**src/inc/dvc_pkg.sv**
```systemverilog
// Shared constants for the debug event and vector catch block.
// Assumes a 32-bit word-wide debug register port and one processor clock.
package dvc_pkg;

  // Register byte addresses on the debug register port.
  localparam logic [31:0] ADDR_EVENT_STATUS  = 32'he000ede0;
  localparam logic [31:0] ADDR_HALT_CONTROL  = 32'he000edf0;
  localparam logic [31:0] ADDR_CORE_SELECTOR = 32'he000edf4;
  localparam logic [31:0] ADDR_CORE_TRANSFER = 32'he000edf8;
  localparam logic [31:0] ADDR_MONITOR_CTL   = 32'he000edfc;
  localparam logic [31:0] ADDR_RESERVED_LO   = 32'he000ee00;
  localparam logic [31:0] ADDR_RESERVED_HI   = 32'he000eeff;

  // Halt control and status fields.
  localparam logic [15:0] WRITE_UNLOCK_KEY = 16'ha05f;
  localparam int          KEY_LSB          = 16;
  localparam int          HC_DEBUG_EN      = 0;
  localparam int          HC_HALT          = 1;
  localparam int          HC_STEP          = 2;
  localparam int          HC_MASKINTS      = 3;
  localparam int          HC_S_HALT        = 17;

  // Exception and monitor control fields.
  localparam int VC_LOW_BIT  = 0;
  localparam int VC_FIELD_LO = 4;
  localparam int VC_FIELD_HI = 10;
  localparam int VC_COUNT    = 8;
  localparam int MON_ENABLE  = 16;
  localparam int MON_PEND    = 17;
  localparam int MONITOR_STEP_ENABLE    = 18;

  // Debug event status flags.
  localparam int ST_WIDTH    = 5;
  localparam int ST_HALT     = 0;
  localparam int ST_BREAKPOINT_EVENT_FLAG     = 1;
  localparam int ST_WATCH    = 2;
  localparam int ST_VECTOR_CATCH_FLAG   = 3;
  localparam int ST_EXTERNAL = 4;
  localparam logic [ST_WIDTH-1:0] STATUS_RESET = 5'h00;

  // Gray codes along run, catch, halt, step.
  typedef enum logic [1:0] {
    DVC_RUN   = 2'b00,
    DVC_CATCH = 2'b01,
    DVC_HALT  = 2'b11,
    DVC_STEP  = 2'b10
  } dvc_state_t;

endpackage

```
**src/core/dvc_debug_event.sv**
```systemverilog
// Debug event detection, vector catch, halt entry and exit, and debug registers.
// Assumes core event inputs are on ref_clk_i; outside halt and restart requests are asynchronous pins.
//
// Overview of operation
// - Catch enabled exception, halt at handler start.
// - Vector catch never raises monitor exception.
// - No instruction runs between cause and halt.
// - Late exceptions defer halt to final handler.
// - Exception entry sets fault cause bits.
// - Step, breakpoint, catch synchronous; others asynchronous.
// - Faulting fetch gives no breakpoint event.
// - Taken synchronous event suppresses instruction effects.
// - Step event taken on following instruction.
// - Only one synchronous event taken per instruction.
// - Undefined instruction makes no memory access.
// - Protection fault access raises no watchpoint.
// - Asynchronous events taken in bounded time.
// - Leave halt on halt clear or restart.
// - Reentry shows halt request and halted set.
// - Registers 32 bits; extension range reserved.
// - Writing one clears a status flag.
// - Only power-on reset clears status flags.
// - One status flag per event cause.
// - Fault cause kept while catch flag set; here fault_clear_i clears it regardless of the flag.
// - Halt or step request sets halt flag.
// - Stepped read of halt flag undefined.
`timescale 1ns/1ps
`default_nettype none

module dvc_debug_event (
  input  wire logic                ref_clk_i,
  input  wire logic                reset_i,
  input  wire logic                ce_i,
  input  wire logic                local_reset_i,
  input  wire logic                dbg_req_i,
  input  wire logic                dbg_write_i,
  input  wire logic [31:0]         dbg_addr_i,
  input  wire logic [31:0]         dbg_wdata_i,
  output logic                     dbg_ack_o,
  output logic [31:0]              dbg_rdata_o,
  input  wire logic                instr_valid_i,
  input  wire logic                instr_done_i,
  input  wire logic                breakpoint_event_flag_match_i,
  input  wire logic                fetch_fault_i,
  input  wire logic                undef_instr_i,
  input  wire logic                watch_match_i,
  input  wire logic                mpu_fault_i,
  input  wire logic                exc_taken_i,
  input  wire logic [2:0]          exc_vc_idx_i,
  input  wire logic                exc_fault_i,
  input  wire logic                handler_first_i,
  input  wire logic                prio_below_mon_i,
  input  wire logic [7:0]          fault_clear_i,
  input  wire logic                outside_halt_request_i,
  input  wire logic                outside_restart_i,
  output logic                     halted_o,
  output logic                     exec_allow_o,
  output logic                     mem_access_allow_o,
  output logic                     sync_suppress_o,
  output logic                     mon_exc_req_o,
  output logic                     mask_ints_o,
  output logic [7:0]               fault_cause_o,
  output logic [31:0]              core_reg_sel_o,
  output logic                     core_sel_wr_o,
  output logic [31:0]              core_reg_xfer_o
);
  import dvc_pkg::*;

  typedef struct packed {
    dvc_state_t             state;
    logic                   step_done;
    logic                   debug_en;
    logic                   halt;
    logic                   step;
    logic                   maskints;
    logic [VC_COUNT-1:0]    vc_en;
    logic                   mon_en;
    logic                   mon_pend;
    logic                   monitor_step_enable;
    logic [ST_WIDTH-1:0]    status;
    logic [7:0]             fault_cause;
    logic [31:0]            sel;
    logic                   sel_wr;
    logic [31:0]            xfer;
    logic [2:0]             ext_sync;
    logic                   ext_lvl;
    logic [2:0]             rst_sync;
    logic                   rst_lvl;
    logic                   ack;
    logic [31:0]            rdata;
  } dvc_regs_t;

  dvc_regs_t s;
  dvc_regs_t next_s;

  // Maps the catch index to its enable: index 0 is the low bit, 1 to 7 the upper field.
  function automatic logic vc_enabled(input logic [VC_COUNT-1:0] en, input logic [2:0] idx);
    vc_enabled = en[idx];
  endfunction

  function automatic logic is_addr(input logic [31:0] a, input logic [31:0] ref_a);
    is_addr = (a == ref_a);
  endfunction

  logic                wr;
  logic                hc_wr;
  logic                mon_wr;
  logic                st_wr;
  logic                running;
  logic                step_ev;
  logic                breakpoint_event_flag_ev;
  logic                vc_ev;
  logic                take_vc;
  logic                take_breakpoint_event_flag;
  logic                take_step;
  logic                breakpoint_event_flag_taken;
  logic                sync_take;
  logic                watch_ev;
  logic                ext_ev;
  logic                restart_ev;
  logic                halt_req_ev;
  logic                enter_halt;
  logic                arm_vc;
  logic                monitor_step_enable_set;
  logic [ST_WIDTH-1:0] st_set;
  logic [ST_WIDTH-1:0] st_clr;
  logic [31:0]         read_word;
  logic [7:0]          fault_set;

  assign wr     = dbg_req_i & dbg_write_i;
  // Key mismatch drops the whole halt control write.
  assign hc_wr  = wr & is_addr(dbg_addr_i, ADDR_HALT_CONTROL)
                  & (dbg_wdata_i[31:KEY_LSB] == WRITE_UNLOCK_KEY);
  assign mon_wr = wr & is_addr(dbg_addr_i, ADDR_MONITOR_CTL);
  assign st_wr  = wr & is_addr(dbg_addr_i, ADDR_EVENT_STATUS);

  assign running = (s.state != DVC_HALT);

  // Synchronous candidates; a faulting fetch never matches a breakpoint.
  assign step_ev = (s.state == DVC_STEP) & s.step_done & instr_valid_i;
  assign breakpoint_event_flag_ev = running & (s.state != DVC_CATCH) & instr_valid_i & breakpoint_event_flag_match_i & ~fetch_fault_i;
  assign vc_ev   = (s.state == DVC_CATCH) & handler_first_i;

  // A fixed order picks one event; any single choice is acceptable.
  assign take_vc    = vc_ev;
  assign take_breakpoint_event_flag  = breakpoint_event_flag_ev & ~vc_ev;
  assign take_step  = step_ev & ~vc_ev & ~breakpoint_event_flag_ev;
  assign breakpoint_event_flag_taken = take_breakpoint_event_flag & (s.debug_en | s.mon_en);
  assign sync_take  = take_vc | breakpoint_event_flag_taken | take_step;

  // Watchpoints are dropped for undefined instructions, protection faults and suppressed instructions.
  assign watch_ev = running & watch_match_i & ~mpu_fault_i & ~undef_instr_i & ~sync_take;
  assign ext_ev     = s.ext_sync[1] & s.ext_sync[2] & ~s.ext_lvl;
  assign restart_ev = s.rst_sync[1] & s.rst_sync[2] & ~s.rst_lvl;
  assign halt_req_ev = hc_wr & running & dbg_wdata_i[HC_DEBUG_EN] & dbg_wdata_i[HC_HALT];

  // Asynchronous events halt on the very next edge, which bounds their latency.
  assign enter_halt = running & ((s.debug_en & (take_vc | take_breakpoint_event_flag | take_step | watch_ev | ext_ev))
                                 | halt_req_ev);

  // Catch needs halting debug, the enable bit, the exception itself and either the cause bit or a fault on entry.
  assign arm_vc = running & s.debug_en & exc_taken_i & vc_enabled(s.vc_en, exc_vc_idx_i)
                  & (s.fault_cause[exc_vc_idx_i] | exc_fault_i);

  assign monitor_step_enable_set = mon_wr & dbg_wdata_i[MONITOR_STEP_ENABLE] & ~s.monitor_step_enable;

  assign fault_set = (exc_taken_i & exc_fault_i) ? (8'h01 << exc_vc_idx_i) : 8'h00;

  always_comb begin
    st_set = '0;
    st_set[ST_HALT]     = halt_req_ev | take_step | monitor_step_enable_set;
    st_set[ST_BREAKPOINT_EVENT_FLAG]     = breakpoint_event_flag_taken;
    st_set[ST_WATCH]    = watch_ev & (s.debug_en | s.mon_en);
    st_set[ST_VECTOR_CATCH_FLAG]   = take_vc;
    st_set[ST_EXTERNAL] = ext_ev & (s.debug_en | s.mon_en);
    st_clr = st_wr ? dbg_wdata_i[ST_WIDTH-1:0] : '0;
  end

  // Reserved and unmapped words read as zero; all registers are full words.
  always_comb begin
    read_word = 32'h0000_0000;
    if (is_addr(dbg_addr_i, ADDR_EVENT_STATUS)) begin
      read_word[ST_WIDTH-1:0] = s.status;
    end else if (is_addr(dbg_addr_i, ADDR_HALT_CONTROL)) begin
      read_word[HC_DEBUG_EN] = s.debug_en;
      read_word[HC_HALT]     = s.halt;
      read_word[HC_STEP]     = s.step;
      read_word[HC_MASKINTS] = s.maskints;
      read_word[HC_S_HALT]   = (s.state == DVC_HALT);
    end else if (is_addr(dbg_addr_i, ADDR_CORE_TRANSFER)) begin
      read_word = s.xfer;
    end else if (is_addr(dbg_addr_i, ADDR_MONITOR_CTL)) begin
      read_word[VC_LOW_BIT]                = s.vc_en[0];
      read_word[VC_FIELD_HI:VC_FIELD_LO]   = s.vc_en[VC_COUNT-1:1];
      read_word[MON_ENABLE]                = s.mon_en;
      read_word[MON_PEND]                  = s.mon_pend;
      read_word[MONITOR_STEP_ENABLE]                  = s.monitor_step_enable;
    end
  end

  always_comb begin
    next_s = s;
    next_s.ack    = dbg_req_i;
    next_s.rdata  = (dbg_req_i & ~dbg_write_i) ? read_word : 32'h0000_0000;
    next_s.sel_wr = 1'b0;

    // Only the second and third stages are compared, so a single glitch never counts.
    next_s.ext_sync = {s.ext_sync[1:0], outside_halt_request_i};
    next_s.rst_sync = {s.rst_sync[1:0], outside_restart_i};
    if (s.ext_sync[1] == s.ext_sync[2]) begin
      next_s.ext_lvl = s.ext_sync[2];
    end
    if (s.rst_sync[1] == s.rst_sync[2]) begin
      next_s.rst_lvl = s.rst_sync[2];
    end

    // Set wins over a simultaneous clear; writing zero keeps a flag.
    next_s.status      = (s.status & ~st_clr) | st_set;
    // The primary cause stays until the fault register owner clears it.
    next_s.fault_cause = (s.fault_cause & ~fault_clear_i) | fault_set;

    if (hc_wr) begin
      next_s.debug_en = dbg_wdata_i[HC_DEBUG_EN];
      next_s.halt     = dbg_wdata_i[HC_HALT];
      next_s.step     = dbg_wdata_i[HC_STEP];
      next_s.maskints = dbg_wdata_i[HC_MASKINTS];
    end
    if (mon_wr) begin
      next_s.vc_en    = {dbg_wdata_i[VC_FIELD_HI:VC_FIELD_LO], dbg_wdata_i[VC_LOW_BIT]};
      next_s.mon_en   = dbg_wdata_i[MON_ENABLE];
      next_s.mon_pend = dbg_wdata_i[MON_PEND];
      next_s.monitor_step_enable = dbg_wdata_i[MONITOR_STEP_ENABLE];
    end
    if (wr & is_addr(dbg_addr_i, ADDR_CORE_SELECTOR)) begin
      next_s.sel    = dbg_wdata_i;
      next_s.sel_wr = 1'b1;
    end
    if (wr & is_addr(dbg_addr_i, ADDR_CORE_TRANSFER)) begin
      next_s.xfer = dbg_wdata_i;
    end

    unique case (s.state)
      DVC_RUN, DVC_STEP, DVC_CATCH: begin
        if ((s.state == DVC_STEP) & instr_done_i) begin
          next_s.step_done = 1'b1;
        end
        if (enter_halt) begin
          // Hardware raises the halt request bit, so a read shows both halt bits on reentry.
          next_s.state = DVC_HALT;
          next_s.halt  = 1'b1;
        end else if (arm_vc) begin
          // A later exception during entry keeps the catch armed for the final handler.
          next_s.state = DVC_CATCH;
        end
      end
      DVC_HALT: begin
        if ((hc_wr & ~dbg_wdata_i[HC_HALT]) | restart_ev) begin
          next_s.halt      = 1'b0;
          next_s.step_done = 1'b0;
          next_s.state     = ((hc_wr ? dbg_wdata_i[HC_STEP] : s.step) & s.debug_en) ? DVC_STEP : DVC_RUN;
        end
      end
    endcase

    // A local reset restarts the core side but leaves the event status alone.
    if (local_reset_i) begin
      next_s.state     = DVC_RUN;
      next_s.step_done = 1'b0;
    end
  end

  always_ff @(posedge ref_clk_i or posedge reset_i) begin
    if (reset_i) begin
      s          <= '0;
      s.state    <= DVC_RUN;
      s.status   <= STATUS_RESET;
    end else if (ce_i) begin
      s <= next_s;
    end
  end

  assign dbg_ack_o       = s.ack;
  assign dbg_rdata_o     = s.rdata;
  assign halted_o        = (s.state == DVC_HALT);
  // The stepped instruction simply sees the current flag; its value carries no promise.
  assign exec_allow_o    = instr_valid_i & running & ~sync_take;
  assign mem_access_allow_o = instr_valid_i & running & ~sync_take & ~undef_instr_i;
  assign sync_suppress_o = sync_take;
  // Vector catch is absent here on purpose: it only ever halts.
  assign mon_exc_req_o   = ~s.debug_en & s.mon_en & prio_below_mon_i & (take_breakpoint_event_flag | watch_ev | ext_ev);
  assign mask_ints_o     = s.debug_en & s.maskints;
  assign fault_cause_o   = s.fault_cause;
  assign core_reg_sel_o  = s.sel;
  assign core_sel_wr_o   = s.sel_wr;
  assign core_reg_xfer_o = s.xfer;
endmodule

`default_nettype wire

```
**config.mk**
```make
export PLATFORM = sky130hd
export DESIGN_NAME = dvc_debug_event
export DESIGN_NICKNAME = d
export VERILOG_FILES = /design/src/inc/dvc_pkg.sv /design/src/core/dvc_debug_event.sv
export SDC_FILE = /design/constraint.sdc
export NUM_CORES = 1
export LEC_CHECK = 0
export BUFFER_PORTS_ARGS = -buffer_cell sky130_fd_sc_hd__buf_2
export CORE_UTILIZATION = 30
export CTS_BUF_LIST = sky130_fd_sc_hd__clkbuf_4 sky130_fd_sc_hd__clkbuf_8
export CTS_CLUSTER_SIZE = 12
export DETAILED_ROUTE_END_ITERATION = 8
export PLACE_DENSITY_LB_ADDON = 0.12
export SLEW_MARGIN = 0
export SYNTH_ARGS = -nofsm -noshare
export SYNTH_HDL_FRONTEND = slang
export SYNTH_SLANG_ARGS = --single-unit
```
**constraint.sdc**
```tcl
create_clock -name ref_clk_i -period 12.7 [get_ports ref_clk_i]
set_clock_uncertainty 0.05 [all_clocks]
set_input_delay 2.54 -clock ref_clk_i [delete_from_list [all_inputs] [get_ports ref_clk_i]]
set_output_delay 2.54 -clock ref_clk_i [all_outputs]
set_load 0.005 [all_outputs]
```
---- Yosys cells after proc, flatten, opt, wreduce, memory -nomap -nowiden ----
Index checks and enable logic that the tools add are counted.
operators by class
  $lt $le $gt $ge ......................... 1
  eq/ne operators ......................... 16
  shift-type cells ........................ 1
  muxes and demuxes ....................... 35
  bitwise operators ....................... 83
  reduce and logical (&&, ||, !) cells .... 10
operators with widths
  operator                                         count
  equality test 32 bit, second input constant      5
  AND 1 bit                                        51
  2-to-1 mux 32 bit                                1
  2-to-1 mux 27 bit                                1
  2-to-1 mux 13 bit                                2
  2-to-1 mux 3 bit                                 6
  equality test 16 bit, second input constant      1
  2-to-1 mux 5 bit                                 3
  2-to-1 mux 14 bit                                1
  2-to-1 mux 7 bit                                 2
  bitwise OR 1 bit                                 14
  NOT 1 bit                                        12
  AND reduction 2 bit                              6
  2-to-1 mux 1 bit                                 10
  AND 8 bit                                        1
  2-to-1 mux 8 bit                                 1
  NOT 8 bit                                        1
  bitwise OR 8 bit                                 1
  left shift 1 x 3 -> 8 bit, first input constant  1
  binary-select mux 1 bit (select 3 bit)           2
  2-to-1 mux 2 bit                                 3
  one-hot mux 3 bit (2 select lines)               1
  AND reduction 3 bit                              2
  AND 5 bit                                        1
  other kinds (15)                                 17
storage, ports and cells
  flip-flop bits (word level) ............. 137
  input port bits ......................... 94
  output and inout port bits .............. 112
  logic and storage cells ................. 167

---- Logic depth before layout (Yosys ltp) ----
  depth in word-level cells ............... 19
  mapped depth ............................ 10
  mapped depth without buffers ............ 8

---- Worst setup path after synthesis ----
Ideal clock, no wire load.
  path type ............................... input to output
  start ................................... input port instr_valid_i
  end ..................................... output port mon_exc_req_o
  arrival ................................. 3.502 ns
  data required time ...................... 10.110 ns
  setup slack ............................. 6.608 ns
  stages on the path ...................... 5
  buffers on the path ..................... 0
  cell sequence ........................... and4b_1 > or2_0 > mux2i_1 > nand2_1 > a311oi_1
between the ends
  cells in the longest elaborated chain, start to end .. 12
  elaborated cells on any way between the ends .. 16
  classes of those cells .................. bitwise (16)
ends and longest elaborated chain
  item                               line                    text
  from (decl)                        dvc_debug_event.sv:41   input wire logic instr_valid_i,
  AND 1 bit (3 in a row)             dvc_debug_event.sv:141  assign breakpoint_event_flag_ev = running & (s.state != DVC_CATCH) & instr_valid_i & breakpoint_event_flag_mat ...
  AND 1 bit                          dvc_debug_event.sv:146  assign take_breakpoint_event_flag = breakpoint_event_flag_ev & ~vc_ev;
  AND 1 bit                          dvc_debug_event.sv:148  assign breakpoint_event_flag_taken = take_breakpoint_event_flag & (s.debug_en | s.mon_en);
  bitwise OR 1 bit (2 in a row)      dvc_debug_event.sv:149  assign sync_take = take_vc | breakpoint_event_flag_taken | take_step;
  NOT 1 bit                          dvc_debug_event.sv:152  assign watch_ev = running & watch_match_i & ~mpu_fault_i & ~undef_instr_i & ~sync_take;
  AND 1 bit                          dvc_debug_event.sv:152
  bitwise OR 1 bit (*) (2 in a row)  dvc_debug_event.sv:290  assign mon_exc_req_o = ~s.debug_en & s.mon_en & prio_below_mon_i & (take_breakpoint_event_flag | watch_ev | ex ...
  AND 1 bit (*)                      dvc_debug_event.sv:290
  to (decl)                          dvc_debug_event.sv:60   output logic mon_exc_req_o,
Every way passes the cells marked *; elsewhere a longest branch is shown, timed or not.

---- Worst setup path in the final report ----
Same ends and word-level chain as after synthesis.

==> flow_metrics.env <==
export IMPL_syn_area_mm2=0.00683
export IMPL_fmax_mhz=155
export IMPL_synth_seq_cells=137
export IMPL_ant_nets=0
export IMPL_synth_nets=668
export IMPL_vias_per_cell=4.84
export IMPL_initial_core_util_pct=30.9
export IMPL_portBuffers=205
export IMPL_period_share_pct=50.7
export IMPL_p_int_uw=609
export IMPL_leakage_nw=4.08
export IMPL_cts_buffers_inserted=17
export IMPL_multi_input_area_mm2=0.00244
export IMPL_final_common_cell="buf_2"
export IMPL_rows=54
export IMPL_cts_setup_buffers=0
export IMPL_die_w_um=153
export IMPL_final_seq_area_mm2=0.00343
export IMPL_first_pass_iters=4
export IMPL_grt_max_degree=88
export IMPL_rsz0062_at_grt="no"
export IMPL_postCtsHoldBufs=0
export IMPL_clk_path_buf_depth=2
export IMPL_via_count=4695
export IMPL_combPwrFrac_pct=7.1
export IMPL_p_sw_share_pct=28.3
export IMPL_p_per_area_mw_per_mm2=110
export IMPL_ys_types=59
export IMPL_boundaryPins=206
export IMPL_yosysWarnings=0
export IMPL_cts_root_buf="clkbuf_8"
export IMPL_drt_total_wl_um=18300
export IMPL_finalSetupViolCount=0
export IMPL_outcome="finished, final reports clean"
export IMPL_setup_slack_ns=6.27
export IMPL_synthFlopType="dfrtp_1"
export IMPL_drv_slew=0
export IMPL_grt_pass1_vias=4915
export IMPL_drt_initial_drc_count=184
export IMPL_grt_pass1_wl_um=28900
export IMPL_relSlewSlack_pct=31.7
export IMPL_wl_per_cell_um=18.9
export IMPL_async_flop_share_pct=100
export IMPL_end_kind="primary output"
export IMPL_worstRegToRegCells=8
export IMPL_clock_sinks=137
export IMPL_place_ws_ns=6.29
export IMPL_maxCapViolCount=0
export IMPL_coreArea_mm2=0.0221
export IMPL_tightest_slew_ns=1.02
export IMPL_final_cell_mix="205 x buf_2, 137 x dfrtp_1, 84 x mux2_2"
export IMPL_setup_tns_ns=0
export IMPL_dp_hpwl_um=13000
export IMPL_avgSynthCellArea_um2=11.9
export IMPL_clock_latency_ns=0.44
export IMPL_drive_above_1_share_pct=50.5
export IMPL_synth_edff_count=0
export IMPL_antenna_found_initial=1
export IMPL_seq_power_share_pct=52.7
export IMPL_hold_depth=1
export IMPL_cp_start_kind="primary input"
export IMPL_chipHeight_um=153
export IMPL_drc_errors=0
export IMPL_min_period_ns=6.43
export IMPL_grt_usage_pct=16.2
export IMPL_path_class="in2out"
export IMPL_syn_to_final_growth_pct=13.3
export IMPL_critPathArrivalTime_ns=3.84
export IMPL_ys_seq_area_share_pct=50.2
export IMPL_grt_remaining_overflow=0
export IMPL_finalHoldViolCount=0
export IMPL_place_congestion=0.838
export IMPL_power_switching_uw=241
export IMPL_h_tree_depth=4
export IMPL_clkPwrFrac_pct=40.2
export IMPL_nNetsFinal=772
export IMPL_clk_pin_slew_ns=0.09
export IMPL_synthCells=572
export IMPL_cts_resized=0
export IMPL_fillerInstances=2240
export IMPL_min_path_type="reg2reg"
export IMPL_critical_path_required_ns=10.11
export IMPL_cp_max_fo=3
export IMPL_cts_tree="built"
export IMPL_die_area_mm2=0.0234
export IMPL_ir_worst_vdd_uv=50.8
## logic make-up (layout without fill, tap and decap cells)
kind of cell	after synthesis	count (layout)	synth area share [%]
compound gates	80	80	8.72
fa+ha+maj	2	2	0.366
buf+inv	145	262	14.0
flops	137	137	50.2
mux	91	91	15.6
other cells	0	1	0
simple gates	117	117	11.1
## power groups by stage
stage	logic (mW)	clock network (mW)	registers [mW]
floorplan	0.0308	0	0.455
detailed placement	0.0618	0	0.457
global placement	0.0604	0	0.456
finish	0.0606	0.342	0.448
CTS	0.0623	0.354	0.448
global route	0.0691	0.372	0.449
## final timing paths
| check | from | end | slack (ns) |
|---|---|---|---|
| max in group asynchronous | reset_i | dbg_rdata_o[22] | 9.23 |
| hold reg to reg | dbg_rdata_o[1] | dbg_rdata_o[1] | 0.45 |
| setup / recovery | instr_valid_i | mon_exc_req_o | 6.27 |
| min in group asynchronous | reset_i | dbg_rdata_o[2] | 2.19 |
| setup reg to reg | s[135] | s[136] | 10.02 |
| hold / removal | dbg_rdata_o[1] | dbg_rdata_o[1] | 0.45 |
## layout make-up
cell class / instances / area share, %
timing repair buffer: 210 / 13.7
clock buffer: 17 / 3.02
inverter: 20 / 1.03
sequential: 137 / 44.3
tap: 280 / 4.53
antenna: 1 / 0.0323
multi-input combinational: 290 / 31.6
clock inverter: 15 / 1.75
## sequential cells by signal (all words and copies together), names as in the netlist
signal           flops
core_reg_sel_o      32
fault_cause_o        8
core_sel_wr_o        1
s                   27
dbg_rdata_o         32
dbg_ack_o            1
next_s               4
core_reg_xfer_o     32
## stage by stage
step | instances | instance area, µm² | utilization (%) | power (mW) | hold slack, ns
6_report | 970 | 7740 | 35.0 | 0.850 | 0.448
3_5_place_dp | 937 | 7370 | 33.3 | 0.518 | 0.425
4_1_cts | 969 | 7730 | 35.0 | 0.864 | 0.449
3_3_place_gp | 937 | 7370 | 33.3 | 0.516 | 0.424
2_1_floorplan | 572 | 6830 | - | 0.486 | 0.397
5_1_grt | 970 | 7740 | 35.0 | 0.890 | 0.478
## cell usage after synthesis (5+ instances only)
cell type,number,area [µm²]
dfrtp_1,137,3430
buf_4,109,818
mux2_2,84,946
nand2_1,42,158
o21ai_0,26,130
a22o_1,20,175
inv_1,18,67.6
a22oi_1,11,82.6
clkbuf_1,10,37.5
nor2_1,7,26.3
and3_1,6,37.5
nand4_1,6,37.5
nand3_1,5,25.0
## worst max-delay path, cell delays in order
cell	delay [ns]
buf_2	0.11
and4b_1	0.18
or2_0	0.24
mux2i_1	0.24
nand2_1	0.12
a311oi_1	0.26
buf_2	0.16
## layer usage
| layer | routed length, µm | vias to the layer above | global-route usage (%) |
|---|---|---|---|
| met4 | 221 | 0 | 4.76 |
| li1 | - | 2161 | - |
| met1 | 8290 | 2373 | 21.1 |
| met3 | 822 | 12 | 3.52 |
| met2 | 8980 | 149 | 26.9 |
| met5 | 0 | - | 0 |
Note: power is estimated with default switching activity, not from simulation.
